==> config.mk <==
export PLATFORM = sky130hd
export DESIGN_NAME = acrp_adc_flat
export DESIGN_NICKNAME = d
export VERILOG_FILES = /design/src/rtl/acrp_pkg.sv /design/src/rtl/acrp_if.sv /design/src/rtl/acrp_adc.sv /design/src/flat_wrapper.sv
export SDC_FILE = /design/constraint.sdc
export NUM_CORES = 1
export LEC_CHECK = 0
export BUFFER_PORTS_ARGS = -buffer_cell sky130_fd_sc_hd__buf_2
export CAP_MARGIN = 0
export CORE_ASPECT_RATIO = 1.5
export CORE_MARGIN = 1
export CORE_UTILIZATION = 40
export CTS_BUF_LIST = sky130_fd_sc_hd__clkbuf_8
export CTS_CLUSTER_DIAMETER = 40
export DETAILED_ROUTE_END_ITERATION = 8
export PLACE_DENSITY = 0.63
export SYNTH_ARGS = -nofsm -noshare
export SYNTH_HDL_FRONTEND = slang
export SYNTH_SLANG_ARGS = --single-unit
==> constraint.sdc <==
create_clock -name core_clk -period 2.6 [get_ports core_clk]
set_clock_uncertainty 0.05 [all_clocks]
set_input_delay 0.26 -clock core_clk [delete_from_list [all_inputs] [get_ports core_clk]]
set_output_delay 0.26 -clock core_clk [all_outputs]
set_load 0.02 [all_outputs]
==> src/rtl/acrp_pkg.sv <==
// shared constants and types for the converter control and readout port
package acrp_pkg;
    localparam int CLK_PERIOD_NS = 5;
    localparam int RESULT_W = 16;
    // conversion busy-low time, in ns
    localparam int BUSY_LOW_NS = 3500;
    localparam int BUSY_LOW_CYC = BUSY_LOW_NS / CLK_PERIOD_NS;
    // data valid before busy rises, least, in ns
    localparam int DATA_LEAD_NS = 25;
    localparam int DATA_LEAD_CYC = (DATA_LEAD_NS + CLK_PERIOD_NS - 1)
        / CLK_PERIOD_NS;
    // window after busy rises before a back-to-back start, in ns
    localparam int RESTART_NS = 250;
    localparam int RESTART_CYC = RESTART_NS / CLK_PERIOD_NS;
    // controller side timing, in ns
    localparam int RC_SETUP_NS = 100;
    localparam int RC_SETUP_CYC = (RC_SETUP_NS + CLK_PERIOD_NS - 1)
        / CLK_PERIOD_NS;
    localparam int RELEASE_NS = 200;
    localparam int RELEASE_CYC = RELEASE_NS / CLK_PERIOD_NS;
    localparam int SPACING_NS = 4000;
    localparam int SPACING_CYC = (SPACING_NS + CLK_PERIOD_NS - 1)
        / CLK_PERIOD_NS;
    localparam int CNT_W = 12;
    localparam logic [RESULT_W-1:0] CODE_POS_FULL = 16'h7fff;
    localparam logic [RESULT_W-1:0] CODE_MID = 16'h0000;
    localparam logic [RESULT_W-1:0] CODE_NEG_FULL = 16'h8000;
    localparam logic [RESULT_W-1:0] RESET_RESULT = 16'h0000;
    typedef enum logic [1:0]
    {
        ADC_IDLE = 2'b00,
        ADC_CONV = 2'b01,
        ADC_GUARD = 2'b10
    } acrp_adc_state_type;
    typedef enum logic [2:0]
    {
        CTL_IDLE = 3'b000,
        CTL_SETUP = 3'b001,
        CTL_START = 3'b010,
        CTL_WAIT = 3'b011,
        CTL_SPACE = 3'b100
    } acrp_ctl_state_type;
endpackage

==> src/rtl/acrp_if.sv <==
// pin-level link between converter and its controller
`timescale 1ns/1ps
`default_nettype none
interface acrp_if;
    logic select_n;
    logic read_conv;
    logic busy_n;
    logic [15:0] data_o;
    logic [15:0] data_oe;
    logic [15:0] data_bus;
    // resolved bus level, high impedance modelled as zero
    assign data_bus = data_o & data_oe;
    modport adc
    (
        input select_n,
        input read_conv,
        output busy_n,
        output data_o,
        output data_oe
    );
    modport ctl
    (
        output select_n,
        output read_conv,
        input busy_n,
        input data_bus
    );
endinterface
`default_nettype wire

==> src/rtl/acrp_adc.sv <==
// converter end: conversion control, busy and tri-state result bus
`timescale 1ns/1ps
`default_nettype none
module acrp_adc
    import acrp_pkg::*;
(
    input wire logic core_clk, // system clock
    input wire logic resetn, // async reset, active low
    acrp_if.adc link, // pins toward the controller
    input wire logic [acrp_pkg::RESULT_W-1:0] sample_in, // signed code in
    output logic hold_r, // sample-and-hold in hold
    output logic twos_complement_format // output coding flag
);
    import acrp_pkg::*;

    // synchronised pin copies and their last values
    logic [1:0] sel_sync_r;
    logic [1:0] rc_sync_r;
    logic sel_prev_r;
    logic rc_prev_r;
    // sequencer and bus state
    acrp_adc_state_type state_r;
    logic [CNT_W-1:0] cnt_r;
    logic [RESULT_W-1:0] result_r;
    logic busy_n_r;
    logic oe_r;
    logic sel_fall;
    logic rc_fall;
    logic start_req;
    logic lines_low;
    logic restart_now;
    logic conv_begin;
    logic fmt_r;

    // both synchronised lines low: convert mode, converter selected
    function automatic logic conv_asked(input logic sel_n, input logic rc);
        return !sel_n && !rc;
    endfunction

    // pin synchronisers; the lines come from another chip
    // edge detectors rest at the idle level, so reset gives no false edge
    always_ff @(posedge core_clk or negedge resetn)
    begin
        if (!resetn)
        begin
            sel_sync_r <= 2'b11;
            rc_sync_r <= 2'b11;
            sel_prev_r <= 1'b1;
            rc_prev_r <= 1'b1;
        end
        else
        begin
            sel_sync_r <= {sel_sync_r[0], link.select_n};
            rc_sync_r <= {rc_sync_r[0], link.read_conv};
            sel_prev_r <= sel_sync_r[1];
            rc_prev_r <= rc_sync_r[1];
        end
    end

    // one-cycle pulses on falling pin edges
    assign sel_fall = sel_prev_r && !sel_sync_r[1];
    assign rc_fall = rc_prev_r && !rc_sync_r[1];
    assign lines_low = conv_asked(sel_sync_r[1], rc_sync_r[1]);
    assign start_req = lines_low && (sel_fall || rc_fall);
    // lines still low when the guard window runs out
    assign restart_now = state_r == ADC_GUARD && cnt_r == '0 && lines_low;
    // a conversion begins on this edge; start edges inside one are dropped
    assign conv_begin = (state_r != ADC_CONV && start_req) || restart_now;

    // conversion sequencer; guard is the restart window after busy rises
    always_ff @(posedge core_clk or negedge resetn)
    begin
        if (!resetn)
        begin
            state_r <= ADC_IDLE;
            cnt_r <= '0;
        end
        else
        begin
            case (state_r)
                ADC_IDLE:
                begin
                    if (start_req)
                    begin
                        state_r <= ADC_CONV;
                        cnt_r <= CNT_W'(BUSY_LOW_CYC - 1);
                    end
                end
                ADC_CONV:
                begin
                    if (cnt_r == '0)
                    begin
                        state_r <= ADC_GUARD;
                        cnt_r <= CNT_W'(RESTART_CYC - 1);
                    end
                    else
                        cnt_r <= cnt_r - 1'b1;
                end
                ADC_GUARD:
                begin
                    // lines must rise in the window or a conversion follows
                    if (start_req)
                    begin
                        state_r <= ADC_CONV;
                        cnt_r <= CNT_W'(BUSY_LOW_CYC - 1);
                    end
                    else if (cnt_r == '0)
                    begin
                        state_r <= ADC_IDLE;
                        if (lines_low)
                        begin
                            state_r <= ADC_CONV;
                            cnt_r <= CNT_W'(BUSY_LOW_CYC - 1);
                        end
                    end
                    else
                        cnt_r <= cnt_r - 1'b1;
                end
                default:
                    state_r <= ADC_IDLE;
            endcase
        end
    end

    // hold while converting
    // hold ends on the edge busy rises, and sampling resumes
    always_ff @(posedge core_clk or negedge resetn)
    begin
        if (!resetn)
            hold_r <= 1'b0;
        else
            hold_r <= (state_r == ADC_CONV && cnt_r != '0)
                || conv_begin;
    end

    // capture and retain result at hold
    // taken on the first conversion cycle, kept for any later read
    always_ff @(posedge core_clk or negedge resetn)
    begin
        if (!resetn)
            result_r <= RESET_RESULT;
        else if (state_r == ADC_CONV && cnt_r == CNT_W'(BUSY_LOW_CYC - 1))
            result_r <= sample_in;
    end

    always_ff @(posedge core_clk or negedge resetn)
    begin
        if (!resetn)
            busy_n_r <= 1'b1;
        else
            // rises on the edge the conversion counter runs out
            busy_n_r <= !(state_r == ADC_CONV || conv_begin)
                || (state_r == ADC_CONV && cnt_r == '0);
    end

    // bus enable
    // opens DATA_LEAD_CYC cycles ahead of busy rising
    always_ff @(posedge core_clk or negedge resetn)
    begin
        if (!resetn)
            oe_r <= 1'b0;
        else if (state_r == ADC_CONV)
            oe_r <= cnt_r < CNT_W'(DATA_LEAD_CYC + 1)
                && rc_sync_r[1] && !sel_sync_r[1];
        else
            // outside a conversion the bus follows the two lines
            oe_r <= rc_sync_r[1] && !sel_sync_r[1] && !start_req;
    end

    // coding flag kept in a flop so the port is registered
    always_ff @(posedge core_clk or negedge resetn)
    begin
        if (!resetn)
            fmt_r <= 1'b1;
        else
            fmt_r <= 1'b1;
    end

    assign link.busy_n = busy_n_r;
    assign link.data_o = result_r;
    // all sixteen enables follow the one flop
    assign link.data_oe = {RESULT_W{oe_r}};
    assign twos_complement_format = fmt_r;
endmodule
`default_nettype wire

==> src/flat_wrapper.sv <==
// flat-port wrapper written by rule: the top's interface ports become plain ports
module acrp_adc_flat import acrp_pkg::*;
  (core_clk, resetn, sample_in, hold_r, twos_complement_format, link_select_n, link_read_conv, link_busy_n, link_data_o, link_data_oe);
  acrp_if link_i ();
  input wire logic core_clk;
  input wire logic resetn;
  input wire logic [acrp_pkg::RESULT_W-1:0] sample_in;
  output logic hold_r;
  output logic twos_complement_format;
  input wire logic [$bits(link_i.select_n)-1:0] link_select_n;
  input wire logic [$bits(link_i.read_conv)-1:0] link_read_conv;
  output wire logic [$bits(link_i.busy_n)-1:0] link_busy_n;
  output wire logic [$bits(link_i.data_o)-1:0] link_data_o;
  output wire logic [$bits(link_i.data_oe)-1:0] link_data_oe;
  assign link_i.select_n = link_select_n;
  assign link_i.read_conv = link_read_conv;
  assign link_busy_n = link_i.busy_n;
  assign link_data_o = link_i.data_o;
  assign link_data_oe = link_i.data_oe;
  acrp_adc u_core (.core_clk(core_clk), .resetn(resetn), .link(link_i), .sample_in(sample_in), .hold_r(hold_r), .twos_complement_format(twos_complement_format));
endmodule
Yosys cells after proc, flatten, opt, wreduce, memory -nomap -nowiden
Cells that the tools add are included.
W data, S select, Z words.
{"block": "op_classes", "n_lt_le_gt_ge": 1, "add_sub_neg": 1, "n_eq_ne": 8, "reduce_logical": 29, "muxes": 13}
{"cell": "$mux W12", "count": 5}
{"cell": "$pmux W12 S3", "count": 1}
{"cell": "$logic_and A1 B1 Y1", "count": 14}
{"cell": "$eq A12 B10 Y1 const B", "count": 1}
{"cell": "$logic_not A12 Y1", "count": 1}
{"cell": "$lt A12 B3 Y1 const B", "count": 1}
{"cell": "$reduce_bool A12 Y1", "count": 1}
{"cell": "$sub A12 B1 Y12 const B", "count": 1}
{"cell": "$mux W2", "count": 4}
{"cell": "$ne A2 B1 Y1 const B", "count": 3}
{"cell": "$pmux W2 S3", "count": 1}
{"cell": "$reduce_and A3 Y1", "count": 2}
{"cell": "$logic_or A1 B1 Y1", "count": 5}
{"cell": "$logic_not A1 Y1", "count": 4}
{"cell": "$ne A4 B2 Y1 const B", "count": 1}
{"cell": "$ne A3 B2 Y1 const B", "count": 1}
{"cell": "$reduce_bool A3 Y1", "count": 1}
{"cell": "$eq A2 B1 Y1 const B", "count": 1}
{"cell": "$eq A2 B2 Y1 const B", "count": 1}
{"cell": "$logic_not A2 Y1", "count": 1}
{"cell": "$mux W1", "count": 2}
{"block": "totals", "wordCells": 62, "reg_bits": 39}

Longest topological paths before layout
{"block": "depth", "depth_word": 9, "mapped_depth": 9, "mapped_depth_nobuf": 7}

Worst setup path after synthesis
Ideal clock, no wire load.
{"block": "synth_path", "path_type": "reg2reg", "from": "reg u_core.cnt_r[0]", "to": "reg u_core.cnt_r[9]", "stages_incl_launch_ff": 9, "setup_time_ns": 0.121, "synth_period_minus_slack_ns": 1.998, "arrival_time_ns": 1.827, "slack_ns": 0.602, "required_time_ns": 2.429, "cell_sequence": "dfrtp_1 -> inv_1 -> ha_1 -> nor3b_1 -> and3_1 -> buf_4 -> a311oi_2 -> nand2_1 -> o22a_1"}
{"block": "synth_between", "elab_chain_cells": 4, "word_cells_on_any_way": 8, "cone_classes": "1 x add/sub; 1 x eq/ne; 4 x mux; 2 x reduce/logical"}
{"element": "start: declaration", "line_no": "acrp_adc.sv:23", "source": "logic [CNT_W-1:0] cnt_r;"}
{"element": "start signal: assignment", "line_no": "acrp_adc.sv:86", "source": "cnt_r <= CNT_W'(BUSY_LOW_CYC - 1);"}
{"element": "start signal: assignment", "line_no": "acrp_adc.sv:94", "source": "cnt_r <= CNT_W'(RESTART_CYC - 1);"}
{"element": "start signal: assignment", "line_no": "acrp_adc.sv:97", "source": "cnt_r <= cnt_r - 1'b1;"}
{"element": "$sub A12 B1 Y12 / $logic_not A12 Y1 (equally long branches)"}
{"element": "$mux W12", "line_no": "acrp_adc.sv:107", "source": "else if (cnt_r == '0)"}
{"element": "$mux W12", "line_no": "acrp_adc.sv:102", "source": "if (start_req)"}
{"element": "$pmux W12 S3", "line_no": "acrp_adc.sv:80", "source": "case (state_r)"}
Parallel ways exist; a longest one is shown, timed or not.
A chain may end at the register's enable or synchronous reset.

Worst setup path after layout
{"block": "layout_path", "from": "reg u_core.cnt_r[0]", "to": "reg u_core.cnt_r[10]"}
Same word-level chain as after synthesis.

==> qor_table.md <==
| Item | Value | Unit |
|---|---|---|
| Total detailed-routing wirelength | 4200 | um |
| Number of nets still failing antenna checks after routing | 0 | - |
| Number of optimization iterations in the first detailed-route pass | 4 | - |
| CTS buffer count | 5 | - |
| Die height | 90.3 | um |
| Vias after detailed routing | 1581 | - |
| Insertion delay of the later-clocked pin in the worst-skew pair | 0.29 | ns |
| Worst-margin pin slew | 0.882 | ns |
| Cell chosen for the clock root | sky130_fd_sc_hd__clkbuf_8 | - |
| Number of nets produced by synthesis | 218 | - |
| Post-Route Setup TNS | 0 | ns |
| Share of the core filled with cells in the final layout | 48.3 | % |
| Number of distinct library cells after synthesis | 42 | - |
| Main area contributors after synthesis | sky130_fd_sc_hd__dfrtp_1 38%, sky130_fd_sc_hd__dfstp_2 8.8%, sky130_fd_sc_hd__mux2_2 8.7%, sky130_fd_sc_hd__buf_4 6.5%, sky130_fd_sc_hd__ha_1 4.2% | - |
| Number of violations of the max-capacitance limit | 0 | - |
| Number of synthesized register bits | 39 | - |
| Buffer depth of the longest clock path | 2 | - |
| Synth Flop Type | sky130_fd_sc_hd__dfrtp_1 | - |
| Max H-tree Level | 2 | - |
| Worst setup SP type | flop | - |
| Longest individual stage delay on the worst path | 0.44 | ns |
| IR drop worst, VDD | 0.506 | mV |
| Startpoint of the lowest-slack hold path | link_select_n | - |
| Critical path type | reg2reg | - |
| Final Hold Viols | 0 | - |
| Kind of capture point of the worst setup path | flop | - |
| Die boundary width | 60.9 | um |
| Worst max-slew margin expressed relative to the limit | 41.2 | % |
| Die footprint | 5500 | um^2 |
| Buffers inserted during post-CTS setup optimization | 0 | - |
| Layout overhead on the synthesized area | 14.4 | % |
| Gr ovfl total | 0 | - |
| Hold bufs inserted after CTS | 0 | - |
| Initial antenna violation count | 0 | - |
| Pins Over Slew Limit | 0 | - |
| WL per Instance | 14.2 | um |
| TritonCTS clock tree | yes | - |
| Fraction of registers with async set or reset after synthesis | 100 | % |
| Antenna diodes | 0 | - |
| Slack of the worst reg-to-reg path | 0.39 | ns |
| Post-detailed-route via-to-cell ratio | 5.34 | - |
| Worst Hold Class | in2reg | - |
| Mapped Area | 2080 | um^2 |
| Total leakage power | 1.08 | nW |
| Yosys synthesis warning count | 0 | - |
| Worst Reg-to-Reg Cells | 7 | - |
| Unrepaired setup endpoints after global routing | false | - |
| Series of cell instances along the critical path | inv_1, ha_1, nor3b_1, and3_1, a311oi_2, nand3_2, o31ai_1 | - |
| Worst setup startpoint | u_core.cnt_r[0]$_DFFE_PN0P_ | - |
| WHS | 0.0135 | ns |
| DRC | 0 | - |
| Sink Count | 39 | - |
| Final min period | 2.21 | ns |
| Via count of the first global-routing pass | 1568 | - |
| Worst-path fanout max | 6 | - |
| Post-synthesis sequential area ratio | 47.3 | % |
| Slowest CP cell | sky130_fd_sc_hd__dfrtp_1 | - |
| Endpoint, Worst Hold | u_core.sel_sync_r[0]$_DFF_PN1_ | - |
| Number of standard-cell rows in the floorplan | 31 | - |
| Port Buffer Count | 53 | - |
| WHS Path Cells | 1 | - |
| Critical path arrival | 2.35 | ns |
| Placed wire-length estimate | 3050 | um |
| Final Setup Violations | 0 | - |
| Violation count after the first detailed-route iteration | 68 | - |
| Routability congestion estimate | 0.850 | - |
| Power density normalized to cell area | 1070 | nW/um^2 |
| Largest net degree at the start of global routing | 40 | - |
| End of the worst register-to-register path | u_core.cnt_r[10]$_DFFE_PN0P_ | - |
| Count of boundary I/O pins | 55 | - |
| Clock slew at the register clock pins of the worst setup and hold paths | 0.08 | ns |
| Mean area per synthesized cell | 10.9 | um^2 |
| Nets@finish | 256 | - |
| Area of the core region | 4930 | um^2 |
| Overall Global Routing Usage | 17.1 | % |
| CP Data Required Time | 2.74 | ns |
| Fraction of final layout cells sized beyond drive strength 1 | 41.3 | % |
| Source of the worst register-to-register timing path | u_core.cnt_r[0]$_DFFE_PN0P_ | - |
| Proportion of netlist area held by the largest area contributor | 38.5 | % |
| Initial standard-cell utilization of the core | 42.2 | % |
| Highest clock frequency the design can meet | 452 | MHz |
| Share of the clock period used by the worst path after layout | 85.1 | % |
| Wire length of the first global-routing pass | 7130 | um |
| Number of enable-type register cells in the synthesized netlist | 0 | - |
| Status | finished, final reports clean | - |
| Synthesized instance count | 191 | - |
| Total of cells resized after clock tree synthesis | 0 | - |
| Leading area contributor after synthesis | sky130_fd_sc_hd__dfrtp_1 | - |
## cells by family (layout without fill, tap and decap cells)
logic type | count (synthesis) | in the layout | synth area share, %
adder cells (fa/ha/maj) | 7 | 7 | 4.21
AND/OR/NAND/NOR | 50 | 50 | 13.7
AO/OA/AOI/OAI | 46 | 46 | 15.8
multiplexers | 16 | 16 | 8.66
flip-flops | 39 | 39 | 47.3
other | 1 | 1 | 0.180
buffers and inverters | 32 | 71 | 10.2
## worst max-delay path: cells and delay by family (launching register included)
| kind | cells | cell delay, ns |
|---|---|---|
| buf+inv | 1 | 0.11 |
| flops | 1 | 0.44 |
| fa+ha+maj | 1 | 0.19 |
| compound gates | 2 | 0.71 |
| simple gates | 3 | 0.62 |
## registers in the layout, summed over array words and instances, names as in the netlist
register and count:
u_core.cnt_r 12, u_core.hold_r 1, u_core.link.busy_n 1, u_core.link.data_o 16, u_core.oe_r 1, u_core.rc_prev_r 1, u_core.rc_sync_r 2, u_core.sel_prev_r 1
u_core.sel_sync_r 2, u_core.state_r 2
## where the power goes
part,internal (mW),switching (mW)
combinational,0.445,0.617
clock,0.311,0.212
sequential,0.812,0.146
total,1.57,0.976
## how the worst max path moves through the flow
stage                                             end  slack (ns)  cells after the start
CTS                      u_core.cnt_r[10]$_DFFE_PN0P_        0.39                      7
finish                   u_core.cnt_r[10]$_DFFE_PN0P_        0.39                      7
global placement    u_core.link.data_o[2]$_DFFE_PN0P_        0.44                      4
detailed placement       u_core.cnt_r[10]$_DFFE_PN0P_        0.41                      7
global route             u_core.cnt_r[10]$_DFFE_PN0P_        0.24                      7
floorplan                 u_core.cnt_r[9]$_DFFE_PN0P_        0.60                      8
## stage by stage
step / area (um^2) / std cells / setup WS (ns) / power, mW
6_report: 2380 / 296 / 0.388 / 2.54
5_1_grt: 2380 / 296 / 0.242 / 2.70
4_1_cts: 2380 / 296 / 0.392 / 2.57
3_5_place_dp: 2260 / 288 / 0.405 / 2.04
3_3_place_gp: 2260 / 288 / 0.437 / 2.02
2_1_floorplan: 2080 / 191 / 0.602 / 1.78
## area by class of cell
cell class                      count  area, um^2
Multi-Input combinational cell    120         885
Timing Repair Buffer               55         280
Fill cell                         478        2550
Sequential cell                    39         985
Clock buffer                        6        82.6
Tap cell                           66        82.6
Clock inverter                      2        35.0
Inverter                            8        30.0
## metal layers
metal  up-vias  GRT usage (%)  wire length (um)
li1        751              -                 -
met1       778           20.6              1780
met2        42           28.4              2190
met3        10           3.15               125
met4         0           7.95               101
met5         -              0                 0
## cells in the mapped netlist (2+ instances only)
| library cell | count |
|---|---|
| sky130_fd_sc_hd__dfrtp_1 | 32 |
| sky130_fd_sc_hd__and3_1 | 3 |
| sky130_fd_sc_hd__nor3_1 | 2 |
| sky130_fd_sc_hd__o21ai_0 | 3 |
| sky130_fd_sc_hd__o22a_1 | 5 |
| sky130_fd_sc_hd__inv_1 | 8 |
| sky130_fd_sc_hd__a2bb2oi_1 | 5 |
| sky130_fd_sc_hd__nor4_1 | 3 |
| sky130_fd_sc_hd__nand2_1 | 12 |
| sky130_fd_sc_hd__mux2_2 | 16 |
| sky130_fd_sc_hd__a31oi_1 | 7 |
| sky130_fd_sc_hd__nand2b_1 | 2 |
| sky130_fd_sc_hd__nor2_1 | 8 |
| sky130_fd_sc_hd__a21oi_1 | 11 |
| sky130_fd_sc_hd__dfstp_2 | 7 |
| sky130_fd_sc_hd__buf_6 | 3 |
| sky130_fd_sc_hd__buf_4 | 18 |
| sky130_fd_sc_hd__nand3_1 | 5 |
| sky130_fd_sc_hd__ha_1 | 7 |
| sky130_fd_sc_hd__nor3b_1 | 3 |
| sky130_fd_sc_hd__nand4b_1 | 2 |
| sky130_fd_sc_hd__clkbuf_1 | 2 |
| sky130_fd_sc_hd__or2_2 | 3 |
| sky130_fd_sc_hd__o31ai_1 | 6 |
## cells in the final DEF, fill, tap and decap left out, drive strengths merged, types with 4 or more instances in the layout
cell type   n
a21oi      11
nand2      12
mux2       16
o22a        5
clkbuf      6
dfstp       7
ha          7
dfrtp      32
buf        55
inv         8
nor4        4
o21ai       4
nand3       6
o31ai       6
a2bb2oi     5
nor2        9
a31oi       7
(Power assumes the default switching activity.)
